===== config.mk =====
export PLATFORM = sky130hd
export DESIGN_NAME = sbc_ctrl
export DESIGN_NICKNAME = d
export VERILOG_FILES = /design/src/hdl/sbc_ctrl.v /design/src/hdl/sbc_tick.v /design/src/hdl/sbc_force.v
export VERILOG_INCLUDE_DIRS = /design/src /design/src/hdl
export SDC_FILE = /design/constraint.sdc
export NUM_CORES = 1
export LEC_CHECK = 0
export ABC_AREA = 1
export BUFFER_PORTS_ARGS = -buffer_cell sky130_fd_sc_hd__buf_2
export CAP_MARGIN = 30
export CORE_UTILIZATION = 35
export CTS_BUF_LIST = sky130_fd_sc_hd__clkbuf_4 sky130_fd_sc_hd__clkbuf_8
export DETAILED_ROUTE_END_ITERATION = 10
export PLACE_DENSITY = 0.52
export SYNTH_ARGS = -nofsm -noshare
export SYNTH_HDL_FRONTEND = slang
export SYNTH_HIERARCHICAL = 1
export SYNTH_SLANG_ARGS = --single-unit

===== constraint.sdc =====
create_clock -name clk -period 9.65 [get_ports clk]
set_input_delay 1.93 -clock clk [delete_from_list [all_inputs] [get_ports clk]]
set_output_delay 1.93 -clock clk [all_outputs]
set_load 0.05 [all_outputs]

===== src/hdl/sbc_regs.vh =====
// register offsets, field codes, reset values and timing counts for the stop/brake sequencer
`ifndef SBC_REGS_VH
`define SBC_REGS_VH
// register indices (word addresses on the plain port)
`define SBC_ADDR_CTRL 4'h0
`define SBC_ADDR_FREQ 4'h1
`define SBC_ADDR_DELAY 4'h2
`define SBC_ADDR_FORCE 4'h3
`define SBC_ADDR_HOLD 4'h4
`define SBC_ADDR_CARR 4'h5
`define SBC_ADDR_CMD 4'h6
`define SBC_ADDR_STAT 4'h7
// control register fields
`define SBC_CTRL_STOP_LSB 0
`define SBC_CTRL_RESTART_LSB 2
`define SBC_CTRL_BSEL_LSB 4
`define SBC_CTRL_TRIG_LSB 6
`define SBC_CTRL_LD_BIT 8
// codes
`define SBC_STOP_DECEL 2'h0
`define SBC_STOP_COAST 2'h1
`define SBC_RESTART_ZERO 2'h0
`define SBC_BSEL_OFF 2'h0
`define SBC_BSEL_ON 2'h1
`define SBC_BSEL_FCMD 2'h2
`define SBC_TRIG_EDGE 2'h0
`define SBC_TRIG_LEVEL 2'h1
// reset values (frequency in 0.01 Hz, times in 0.01 s ticks, force in %)
`define SBC_CTRL_RST 16'h0000
`define SBC_FREQ_RST 16'h0032
`define SBC_DELAY_RST 16'h0000
`define SBC_FORCE_RST 16'h0032
`define SBC_HOLD_RST 16'h0032
`define SBC_CARR_RST 16'h0014
`define SBC_CMD_RST 8'h03
// limits
`define SBC_FREQ_MAX 16'hE678
`define SBC_DELAY_MAX 16'h01F4
`define SBC_HOLD_MAX 16'h1770
`define SBC_FORCE_MAX 8'h64
`define SBC_HYST_2HZ 16'h00C8
`define SBC_CARR_2KHZ 16'h0014
`define SBC_LD_SCALE 8'h46
// timing
`define SBC_CLK_HZ 50000000
`define SBC_TICK_HZ 100
`endif


===== src/hdl/sbc_ctrl.v =====
// stop method and dc braking sequencer, top level
`timescale 1ns/100ps
`include "sbc_regs.vh"
module sbc_ctrl #(
  parameter TICK_DIV = `SBC_CLK_HZ / `SBC_TICK_HZ
) (
  // clock and reset
  input wire clk,
  input wire rst,
  // register port
  input wire [3:0] addr,
  input wire [15:0] wdata,
  input wire wr,
  input wire rd,
  // control terminals (asynchronous pins)
  input wire run_cmd,
  input wire coast_stop_input,
  input wire ext_brake_input,
  // drive status from the same clock domain, 0.01 Hz units
  input wire [15:0] out_freq,
  input wire [15:0] freq_cmd,
  // to output stage
  output reg out_enable,
  output reg decel_stop,
  output reg dc_brake_on,
  output reg [7:0] dc_brake_current,
  output reg restart_req,
  output reg [1:0] restart_mode,
  // register read data
  output reg [15:0] rdata
);
  // ***************************************************
  // settings
  // ***************************************************
  reg [15:0] ctrl_reg; // stop, restart, select, trigger, duty
  reg [15:0] dc_brake_freq_reg; // brake frequency
  reg [15:0] dc_brake_delay_reg; // coast delay in ticks
  reg [15:0] dc_brake_force_reg; // force percent
  reg [15:0] dc_brake_hold_time_reg; // active time in ticks
  reg [15:0] carrier_freq_reg; // carrier in 0.1 kHz
  reg [7:0] func_sel_reg; // terminal function enables
  wire [1:0] stop_method_sel = ctrl_reg[`SBC_CTRL_STOP_LSB+1:`SBC_CTRL_STOP_LSB];
  wire [1:0] restart_after_coast_sel = ctrl_reg[`SBC_CTRL_RESTART_LSB+1:`SBC_CTRL_RESTART_LSB];
  wire [1:0] dc_brake_sel = ctrl_reg[`SBC_CTRL_BSEL_LSB+1:`SBC_CTRL_BSEL_LSB];
  wire [1:0] dc_brake_trigger_mode = ctrl_reg[`SBC_CTRL_TRIG_LSB+1:`SBC_CTRL_TRIG_LSB];
  wire light_duty_rating = ctrl_reg[`SBC_CTRL_LD_BIT];
  // func_sel bit 0 enables coast-stop terminal (032), bit 1 external brake (030)
  wire coast_fn_en = func_sel_reg[0];
  wire brake_fn_en = func_sel_reg[1];

  // ***************************************************
  // pin synchronisers
  // ***************************************************
  reg [2:0] pin_s1_reg; // first stage, read only by second
  reg [2:0] pin_s2_reg; // second stage
  always @(posedge clk)
  begin
    if (rst)
    begin
      pin_s1_reg <= 3'h0;
      pin_s2_reg <= 3'h0;
    end
    else
    begin
      pin_s1_reg <= {ext_brake_input, coast_stop_input, run_cmd};
      pin_s2_reg <= pin_s1_reg;
    end
  end
  wire run_s = pin_s2_reg[0];
  wire coast_s = pin_s2_reg[1] & coast_fn_en;
  // external brake ignored in frequency-command mode
  wire ext_s = pin_s2_reg[2] & brake_fn_en & (dc_brake_sel != `SBC_BSEL_FCMD);

  // ***************************************************
  // tick and force scaling
  // ***************************************************
  wire tick; // 0.01 s pulse
  wire [7:0] force_cur; // scaled and capped current
  sbc_tick #(.DIV(TICK_DIV)) u_tick (
    .clk(clk),
    .rst(rst),
    .tick(tick)
  );
  sbc_force u_force (
    .force_pct(dc_brake_force_reg[7:0]),
    .light_duty(light_duty_rating),
    .carrier(carrier_freq_reg),
    .current_pct(force_cur)
  );

  // ***************************************************
  // register writes
  // ***************************************************
  // out-of-range frequency, delay, force and hold values are clamped to the documented maximum
  always @(posedge clk)
  begin
    if (rst)
    begin
      ctrl_reg <= `SBC_CTRL_RST;
      dc_brake_freq_reg <= `SBC_FREQ_RST;
      dc_brake_delay_reg <= `SBC_DELAY_RST;
      dc_brake_force_reg <= `SBC_FORCE_RST;
      dc_brake_hold_time_reg <= `SBC_HOLD_RST;
      carrier_freq_reg <= `SBC_CARR_RST;
      func_sel_reg <= `SBC_CMD_RST;
    end
    else if (wr)
    begin
      case (addr)
        `SBC_ADDR_CTRL: ctrl_reg <= {7'h00, wdata[8:0]};
        `SBC_ADDR_FREQ: dc_brake_freq_reg <= (wdata > `SBC_FREQ_MAX) ? `SBC_FREQ_MAX : wdata;
        `SBC_ADDR_DELAY: dc_brake_delay_reg <= (wdata > `SBC_DELAY_MAX) ? `SBC_DELAY_MAX : wdata;
        `SBC_ADDR_FORCE:
          dc_brake_force_reg <= (wdata > 16'h0064) ? 16'h0064 : wdata;
        `SBC_ADDR_HOLD: dc_brake_hold_time_reg <= (wdata > `SBC_HOLD_MAX) ? `SBC_HOLD_MAX : wdata;
        `SBC_ADDR_CARR: carrier_freq_reg <= wdata;
        `SBC_ADDR_CMD: func_sel_reg <= wdata[7:0];
        default: ;
      endcase
    end
  end

  // ***************************************************
  // sequencer
  // ***************************************************
  localparam ST_RUN = 5'b00001; // driving, output on
  localparam ST_DECEL = 5'b00010; // decelerating stop
  localparam ST_DELAY = 5'b00100; // coasting before braking
  localparam ST_BRAKE = 5'b01000; // dc braking
  localparam ST_IDLE = 5'b10000; // stopped, output off

  reg [4:0] state_reg; // current state
  reg [4:0] state_next;
  reg [15:0] tmr_reg; // tick counter for delay and hold
  reg tmr_clr; // restart timer from zero
  reg coasted_reg; // last stop was a coast
  reg coasted_next;
  reg ext_src_reg; // braking was started by the external input
  reg ext_src_next;
  reg ext_d_reg; // external input one cycle ago, for edge
  wire ext_rise = ext_s & ~ext_d_reg;
  // stop braking condition
  wire below_f = out_freq <= dc_brake_freq_reg;
  wire int_stop_en = (dc_brake_sel == `SBC_BSEL_ON);
  // frequency-command braking: both below, release at freq plus 2 Hz
  wire fcmd_mode = (dc_brake_sel == `SBC_BSEL_FCMD);
  wire fcmd_hit = fcmd_mode & (freq_cmd < dc_brake_freq_reg) & (out_freq < dc_brake_freq_reg);
  wire fcmd_rel = freq_cmd >= dc_brake_freq_reg + `SBC_HYST_2HZ;
  wire level = (dc_brake_trigger_mode == `SBC_TRIG_LEVEL);

  // next state; coast-stop input overrides everything
  always @*
  begin
    state_next = state_reg;
    coasted_next = coasted_reg;
    ext_src_next = ext_src_reg;
    tmr_clr = 1'b0;
    case (state_reg)
      ST_RUN:
      begin
        if (ext_rise)
        begin
          state_next = ST_DELAY; // external brake during run waits the delay
          ext_src_next = 1'b1;
          tmr_clr = 1'b1;
        end
        else if (fcmd_hit && run_s)
        begin
          state_next = ST_DELAY;
          ext_src_next = 1'b0;
          tmr_clr = 1'b1;
        end
        else if (!run_s)
        begin
          if (stop_method_sel == `SBC_STOP_COAST)
          begin
            state_next = ST_IDLE;
            coasted_next = 1'b1;
          end
          else
            state_next = ST_DECEL;
        end
      end
      ST_DECEL:
      begin
        if (ext_rise)
        begin
          state_next = ST_DELAY;
          ext_src_next = 1'b1;
          tmr_clr = 1'b1;
        end
        else if (run_s)
          state_next = ST_RUN;
        else if (int_stop_en && below_f)
        begin
          state_next = ST_DELAY;
          ext_src_next = 1'b0;
          tmr_clr = 1'b1;
        end
        else if (out_freq == 16'h0000)
          state_next = ST_IDLE;
      end
      ST_DELAY:
      begin
        if (tick && tmr_reg + 16'h0001 >= dc_brake_delay_reg || dc_brake_delay_reg == 16'h0000)
        begin
          state_next = ST_BRAKE;
          tmr_clr = 1'b1;
        end
        if (ext_src_reg && level && !ext_s)
          state_next = run_s ? ST_RUN : ST_IDLE;
      end
      ST_BRAKE:
      begin
        if (!level)
        begin
          if (tick && tmr_reg + 16'h0001 >= dc_brake_hold_time_reg)
            state_next = run_s && !ext_src_reg ? ST_RUN : ST_IDLE;
        end
        else if (ext_src_reg)
        begin
          if (!ext_s)
            state_next = run_s ? ST_RUN : ST_IDLE;
        end
        else if (fcmd_mode)
        begin
          if (fcmd_rel || !run_s)
            state_next = run_s ? ST_RUN : ST_IDLE;
        end
        else if (run_s)
          state_next = ST_RUN;
        if (!level && fcmd_mode && fcmd_rel && run_s)
          state_next = ST_RUN;
      end
      ST_IDLE:
      begin
        if (ext_rise)
        begin
          state_next = ST_BRAKE;
          ext_src_next = 1'b1;
          tmr_clr = 1'b1;
        end
        else if (run_s)
        begin
          if (fcmd_hit)
          begin
            state_next = ST_DELAY;
            ext_src_next = 1'b0;
            tmr_clr = 1'b1;
          end
          else
            state_next = ST_RUN;
        end
      end
      default: state_next = ST_IDLE;
    endcase
    // coast-stop input forces output off
    if (coast_s)
    begin
      state_next = ST_IDLE;
      coasted_next = 1'b1;
    end
  end

  // state, timer and edge registers
  always @(posedge clk)
  begin
    if (rst)
    begin
      state_reg <= ST_IDLE;
      tmr_reg <= 16'h0000;
      coasted_reg <= 1'b0;
      ext_src_reg <= 1'b0;
      ext_d_reg <= 1'b0;
    end
    else
    begin
      state_reg <= state_next;
      coasted_reg <= coasted_next;
      ext_src_reg <= ext_src_next;
      ext_d_reg <= ext_s;
      if (tmr_clr)
        tmr_reg <= 16'h0000;
      else if (tick && tmr_reg != 16'hFFFF)
        tmr_reg <= tmr_reg + 16'h0001;
      // a start out of idle consumes the coasted mark
      if (state_reg == ST_IDLE && state_next == ST_RUN && !coast_s)
        coasted_reg <= 1'b0;
    end
  end

  // ***************************************************
  // outputs, all registered
  // ***************************************************
  always @(posedge clk)
  begin
    if (rst)
    begin
      out_enable <= 1'b0;
      decel_stop <= 1'b0;
      dc_brake_on <= 1'b0;
      dc_brake_current <= 8'h00;
      restart_req <= 1'b0;
      restart_mode <= `SBC_RESTART_ZERO;
      rdata <= 16'h0000;
    end
    else
    begin
      // delay and idle keep the output off; the motor coasts
      out_enable <= (state_next == ST_RUN) | (state_next == ST_DECEL) | (state_next == ST_BRAKE);
      decel_stop <= (state_next == ST_DECEL);
      dc_brake_on <= (state_next == ST_BRAKE);
      dc_brake_current <= (state_next == ST_BRAKE) ? force_cur : 8'h00;
      // one-cycle pulse telling the output stage how to pick up a coasting motor
      restart_req <= (state_reg == ST_IDLE) && (state_next == ST_RUN) && coasted_reg;
      restart_mode <= restart_after_coast_sel;
      if (rd)
      begin
        case (addr)
          `SBC_ADDR_CTRL: rdata <= ctrl_reg;
          `SBC_ADDR_FREQ: rdata <= dc_brake_freq_reg;
          `SBC_ADDR_DELAY: rdata <= dc_brake_delay_reg;
          `SBC_ADDR_FORCE: rdata <= dc_brake_force_reg;
          `SBC_ADDR_HOLD: rdata <= dc_brake_hold_time_reg;
          `SBC_ADDR_CARR: rdata <= carrier_freq_reg;
          `SBC_ADDR_CMD: rdata <= {8'h00, func_sel_reg};
          `SBC_ADDR_STAT: rdata <= {coasted_reg, ext_src_reg, 1'b0, force_cur, state_reg};
          default: rdata <= 16'h0000;
        endcase
      end
      else
        rdata <= 16'h0000;
    end
  end
endmodule // sbc_ctrl


===== src/hdl/sbc_tick.v =====
// divider giving one pulse every 0.01 s of the controller clock
`timescale 1ns/100ps
`include "sbc_regs.vh"
module sbc_tick #(
  parameter DIV = `SBC_CLK_HZ / `SBC_TICK_HZ
) (
  // clock and reset
  input wire clk,
  input wire rst,
  // tick out
  output reg tick
);
  reg [23:0] cnt_reg; // cycles into the current tick

  // free running counter; the tick is a one-cycle pulse
  always @(posedge clk)
  begin
    if (rst)
    begin
      cnt_reg <= 24'h000000;
      tick <= 1'b0;
    end
    else if (cnt_reg >= DIV[23:0] - 24'h000001)
    begin
      cnt_reg <= 24'h000000;
      tick <= 1'b1;
    end
    else
    begin
      cnt_reg <= cnt_reg + 24'h000001;
      tick <= 1'b0;
    end
  end
endmodule // sbc_tick


===== src/hdl/sbc_force.v =====
// braking current scaling: duty rating and carrier frequency limit
`timescale 1ns/100ps
`include "sbc_regs.vh"
module sbc_force (
  // settings
  input wire [7:0] force_pct,
  input wire light_duty,
  input wire [15:0] carrier,
  // result, in percent of rated output current
  output reg [7:0] current_pct
);
  reg [15:0] scaled; // force after duty scaling
  reg [7:0] cap; // carrier limit
  reg [15:0] cap_wide; // carrier limit before narrowing to percent

  // light duty: 100 % setting gives 70 % of rated current; above 2 kHz the force is capped
  always @*
  begin
    cap_wide = 16'h0000;
    if (light_duty)
      scaled = ({8'h00, force_pct} * {8'h00, `SBC_LD_SCALE}) / 16'h0064;
    else
      scaled = {8'h00, force_pct};
    // cap falls 1 % per 0.1 kHz over 2 kHz, floor at 20 %; a linear stand-in curve
    if (carrier > `SBC_CARR_2KHZ)
    begin
      if (carrier - `SBC_CARR_2KHZ >= 16'h0050)
        cap = 8'h14;
      else
      begin
        // stays within 20..98 here, so the upper byte is always zero
        cap_wide = 16'h0063 - carrier + `SBC_CARR_2KHZ;
        cap = cap_wide[7:0];
      end
    end
    else
      cap = `SBC_FORCE_MAX;
    if (scaled[7:0] > cap)
      current_pct = cap;
    else
      current_pct = scaled[7:0];
  end
endmodule // sbc_force


# After elaboration in Yosys (flattened, before gate mapping)

Cells that the tools add are included.
W data, S select, Z words.

Register bits: 182
Bits of input ports: 59

Bitwise gates (word level): 11
$mul: 1
Order comparisons: 14
Divide/modulo/power cells: 1
$add $sub $neg: 6
Equal/unequal tests: 29
Reduce and logical (&&, ||, !) cells: 41
Mux-type cells: 60

Operators with widths:

| cell                    | count |
|---|---|
| $pmux W16 S8            | 1 |
| $mux W5                 | 23 |
| $mux W16                | 4 |
| $ge A16 B16 Y1          | 3 |
| $logic_not A16 Y1       | 2 |
| $lt A16 B16 Y1          | 2 |
| $mux W8                 | 4 |
| $pmux W5 S5             | 1 |
| $add A24 B1 Y24 const B | 1 |
| $ge A24 B19 Y1 const B  | 1 |
| $mux W1                 | 24 |
| $add A16 B1 Y16 const B | 1 |
| $add A16 B8 Y16 const B | 1 |
| $div A15 B7 Y16 const B | 1 |
| $eq A4 B3 Y1 const B    | 4 |
| $ge A16 B7 Y1 const B   | 1 |
| $gt A16 B13 Y1 const B  | 1 |
| $gt A16 B16 Y1 const B  | 1 |
| $gt A16 B5 Y1 const B   | 1 |
| $gt A16 B7 Y1 const B   | 1 |
| $gt A16 B9 Y1 const B   | 1 |
| $le A16 B16 Y1          | 1 |
| $ne A16 B16 Y1 const B  | 1 |
| $sub A16 B5 Y16 const B | 1 |
| other kinds (32)        | 81 |

# Logic depth before layout (Yosys ltp)

Word-level depth: 14
Gate-level depth with buffers: 87
Depth with buffers taken out: 87

# Modules after synthesis

Netlist, hierarchy kept.

By module, submodules not included:

| module    | area an instance (µm²) | cells each | instances |
|---|---|---|---|
| sbc_ctrl  | 8909.8                 | 1214       | 1 |
| sbc_force | 4784.6                 | 911        | 1 |
| sbc_tick  | 1132.3                 | 152        | 1 |

# Worst setup path after synthesis

OpenSTA, ideal clock, no wires.

Kind: reg-to-reg
Start: register dc_brake_force_reg[6]
End: register rdata[5]
Data required time: 9522 ps
Arrival time: 9240 ps
Path slack: 283 ps
Cell stages (with the launch flop): 78
Path buffers: 4
Clock period less this slack: 9367 ps
Path through: dfxtp_1 > ha_1 > ha_1 > inv_1 > fa_1 > inv_1 > ha_1 > nand2_1 > inv_1 > nand2_1 > nand2_1 > nand2_1 > nand3_1 > nand2_1 > nand2_2 > nor2_4 > buf_6 > nand3_2 > (+42 left out) > nand3_4 > nand2_1 > o21ai_0 > nor2_1 > nand2_1 > nand2_1 > nand2_1 > ha_1 > inv_1 > a21oi_1 > o21ai_0 > nand2_1 > a32oi_1 > inv_1 > nand3_1 > nand2_1 > a221oi_1 > a21oi_1

Word-level cells in the longest chain between the ends: 6

RTL lines:

| element                | RTL line       | RTL |
|---|---|---|
| start, declared        | sbc_ctrl.v:38  | `reg [15:0] dc_brake_force_reg;` |
| start signal, assigned | sbc_ctrl.v:102 | `` dc_brake_force_reg <= `SBC_FORCE_RST; `` |
| start signal, assigned | sbc_ctrl.v:114 | `dc_brake_force_reg <= (wdata > 16'h0064) ? 16'h0064 : wdata;` |
| $mul A8 B6 Y14         | sbc_force.v:21 | `` scaled = ({8'h00, force_pct} * {8'h00, `SBC_LD_SCALE}) / 16'h0064; `` |
| $div A15 B7 Y16        | sbc_force.v:21 |  |
| $mux W8 *              | sbc_force.v:20 | `if (light_duty)` |
| $gt A8 B8 Y1           | sbc_force.v:38 | `if (scaled[7:0] > cap)` |
| $mux W8 *              | sbc_force.v:38 |  |
| via force_cur[0]       | sbc_ctrl.v:78  | `wire [7:0] force_cur;` |
| $pmux W16 S8 *         | sbc_ctrl.v:319 | `case (addr)` |
| end signal, assigned   | sbc_ctrl.v:320 | `` `SBC_ADDR_CTRL: rdata <= ctrl_reg; `` |
| end signal, assigned   | sbc_ctrl.v:321 | `` `SBC_ADDR_FREQ: rdata <= dc_brake_freq_reg; `` |
| end signal, assigned   | sbc_ctrl.v:322 | `` `SBC_ADDR_DELAY: rdata <= dc_brake_delay_reg; `` |
| end, declared          | sbc_ctrl.v:30  | `output reg [15:0] rdata` |

The timed path passes the listed nets; every way through them passes the cells marked *.
A chain may end at the register's enable or synchronous reset.

# Final worst setup path

Start: register dc_brake_force_reg[6]
End: register rdata[7]

The elaborated chain is that of the path after synthesis.

==> flow_summary.json <==
{
  "status": "complete, but fails checks",
  "violations": "negative setup slack",
  "cts.sinks": 182,
  "rsz0062_at_grt": "yes",
  "worst_pin_slew_ps": 978,
  "die-area_um2": 43200,
  "fin_util_pct": 47.0,
  "ant_nets": 0,
  "clock_path_buffers": 2,
  "drt_iter0_markers": 1211,
  "dp_hpwl_um": 40200,
  "path_class": "flip-flop to flip-flop",
  "syn_area_um2": 14800,
  "max_freq_mhz": 103,
  "root_buffer": "clkbuf_8",
  "worst-endpoint-arrival_ps": 10140,
  "grt_pass1_vias": 15300,
  "start_util_pct": 35.4,
  "clk_latency_ps": 500,
  "die_x_um": 208,
  "pin_count": 89,
  "critPathSlowestCell": "fa_1",
  "instances_no_fill": 3156,
  "h-tree-depth": 4,
  "min_path_type": "flip-flop to flip-flop",
  "core_area_um2": 41900,
  "period_minus_slack_ps": 9730,
  "power_mw": 3.87,
  "cap_viol_max_count": 0,
  "synth_cell_types": 70,
  "synth_edf_count": 0,
  "ys_ff_latch": 182,
  "drc": 0,
  "skew_ps": 25.1,
  "ys_async_sr_fraction_pct": 0,
  "largest_reg_flops": 24,
  "synth.avg_cell_area_um2": 6.51,
  "synth_area_leader_cell": "dfxtp_1",
  "maxSlewHeadroom_pct": 34.5,
  "yosys-top-cells-area": "dfxtp_1, nand2_1, ha_1, inv_1, nor2_1",
  "gp_congestion": 0.891,
  "final_max_slew_viol_count": 0,
  "place_inst": 3068,
  "numCtsBuffers": 17,
  "via_per_inst": 5.17,
  "grt_antenna_before_repair": 0,
  "dieHeight_um": 208,
  "cts_tree": "done",
  "drive_above_1_share_pct": 29.2,
  "power.density_nw_per_um2": 197,
  "startpoint_type": "flip-flop",
  "post-route-period-util_pct": 101,
  "cts_hold_buf": 0,
  "grt_max_degree": 70,
  "track_usage_pct": 23.3,
  "globalRouteOverflowTotal": 0,
  "synth_top_area_share_pct": 24.6,
  "crit_family": "simple AND/OR/NAND/NOR gates",
  "final_common_cell": "nand2_1",
  "yosysSeqAreaShare_pct": 24.6,
  "wl_um": 52400,
  "end_kind": "flip-flop",
  "vdd_ir_drop_max_v": 0.000195,
  "drtPass1Iterations": 5,
  "fin_nets": 2784,
  "slowest_delay_ps": 480,
  "ys_warn_count": 6,
  "cellLeakagePower_nw": 9.04,
  "required_ps": 10060,
  "portBuffers": 88,
  "crit_buf_inv": 12,
  "n_antenna_cell": 0,
  "vias": 16300,
  "ys.flop_type": "dfxtp_1",
  "layout_common_cells": "nand2_1, inv_1, buf_4",
  "area_growth_syn_to_layout_pct": 32.7,
  "finalHoldViolCount": 0,
  "setup_viol_count_final": 7,
  "grt_pass1_wl_um": 80500,
  "routedWlPerCell_um": 16.6,
  "setup_ws_ps": -84.5,
  "ff2ff_setup_slack_ps": -80,
  "netlist_instances": 2277,
  "num_rows": 75,
  "clk_pin_slew_worst_paths_ps": 110,
  "cp_max_fo": 7
}
## through the flow
step | setup TNS (ps) | hold slack [ps] | cell area, µm² | setup slack, ps
after detailed placement | -3580 | 397 | 17300 | -510
after global placement | -2650 | 391 | 17300 | -437
after CTS | -28.5 | 417 | 18200 | -28.5
after floorplan | 0 | 388 | 14800 | 283
after global routing | -9830 | 427 | 19700 | -697
final | -363 | 412 | 19700 | -84.5
## power breakdown
group	leakage, nW	internal, mW	switching, mW
registers	1.48	0.765	0.0170
logic	7.38	1.17	1.41
clock network	0.181	0.189	0.321
## cell type report
| type | instances | area [µm²] |
|---|---|---|
| fillers | 4201 | 22200 |
| multi-input cells | 1722 | 11100 |
| flip-flops and latches | 182 | 3650 |
| repair buffers | 343 | 2550 |
| inverters | 338 | 1290 |
| well taps | 539 | 674 |
| clock buffers | 17 | 234 |
| clock inverters | 15 | 134 |
## routing by layer
| layer | wire [µm] | vias to the layer above | track usage (%) |
|---|---|---|---|
| li1 | - | 8170 | - |
| met1 | 23600 | 7612 | 30.2 |
| met2 | 24900 | 443 | 39.6 |
| met3 | 2300 | 96 | 2.98 |
| met4 | 1700 | 0 | 8.33 |
| met5 | 0 | - | 0 |
## Yosys cell counts, types with 3 or more instances
master and instances:
nand3_1 140, o21ai_0 97, o211ai_1 5, nor3_1 39, inv_2 28, nand3_4 3
nand4_1 41, nand2_2 42, fa_1 4, nor2_2 25, xor2_1 50, a31oi_1 20
nand4_2 3, or2_2 3, dfxtp_1 182, a221oi_1 10, o21ai_1 15, a21oi_1 162
nor2_4 9, buf_6 6, buf_2 4, inv_1 303, o22ai_1 32, a211oi_1 13
clkbuf_1 31, nand2_4 9, ha_1 117, nand3_2 14, clkinv_1 5, o21bai_1 8
xnor2_1 20, nand3b_1 9, nand2_1 519, o2111ai_1 3, nor4_1 16, nor2_1 243
## path summary, 6_finish.rpt
path | start | to | depth (start not counted)
worst min-delay path | pin_s1_reg[2] | pin_s2_reg[2] | 2
worst max register to register | dc_brake_force_reg[6] | rdata[7] | 78
worst min register to register | pin_s1_reg[2] | pin_s2_reg[2] | 2
worst max-delay path | dc_brake_force_reg[6] | rdata[7] | 78
## tightest hold or removal path: stages (launching register included)
cell     delay, ps
dfxtp_1        310
inv_1           40
nor2_1          30
## kinds of logic (layout without fill, tap and decap cells)
kind of cell               count (synthesis)  after routing  synth area share, %
DFF                                      182            182                 24.6
and+or+nand+nor                         1129           1134                 35.1
adders and majority gates                121            121                 10.4
other                                      1              5               0.0253
buffers and inverters                    382            713                 10.1
AOI/OAI and AO/OA                        391            391                 15.5
xor gates and xnor gates                  71             71                 4.24
## timing repair
item | 4_1_cts | 5_1_grt
resized for setup | 105 | 278
buffers inserted | 15 | 36
cloned | 6 | 1
pin swaps | 39 | 121
endpoints found under the setup margin | 16 | 16
(Power assumes the default switching activity.)
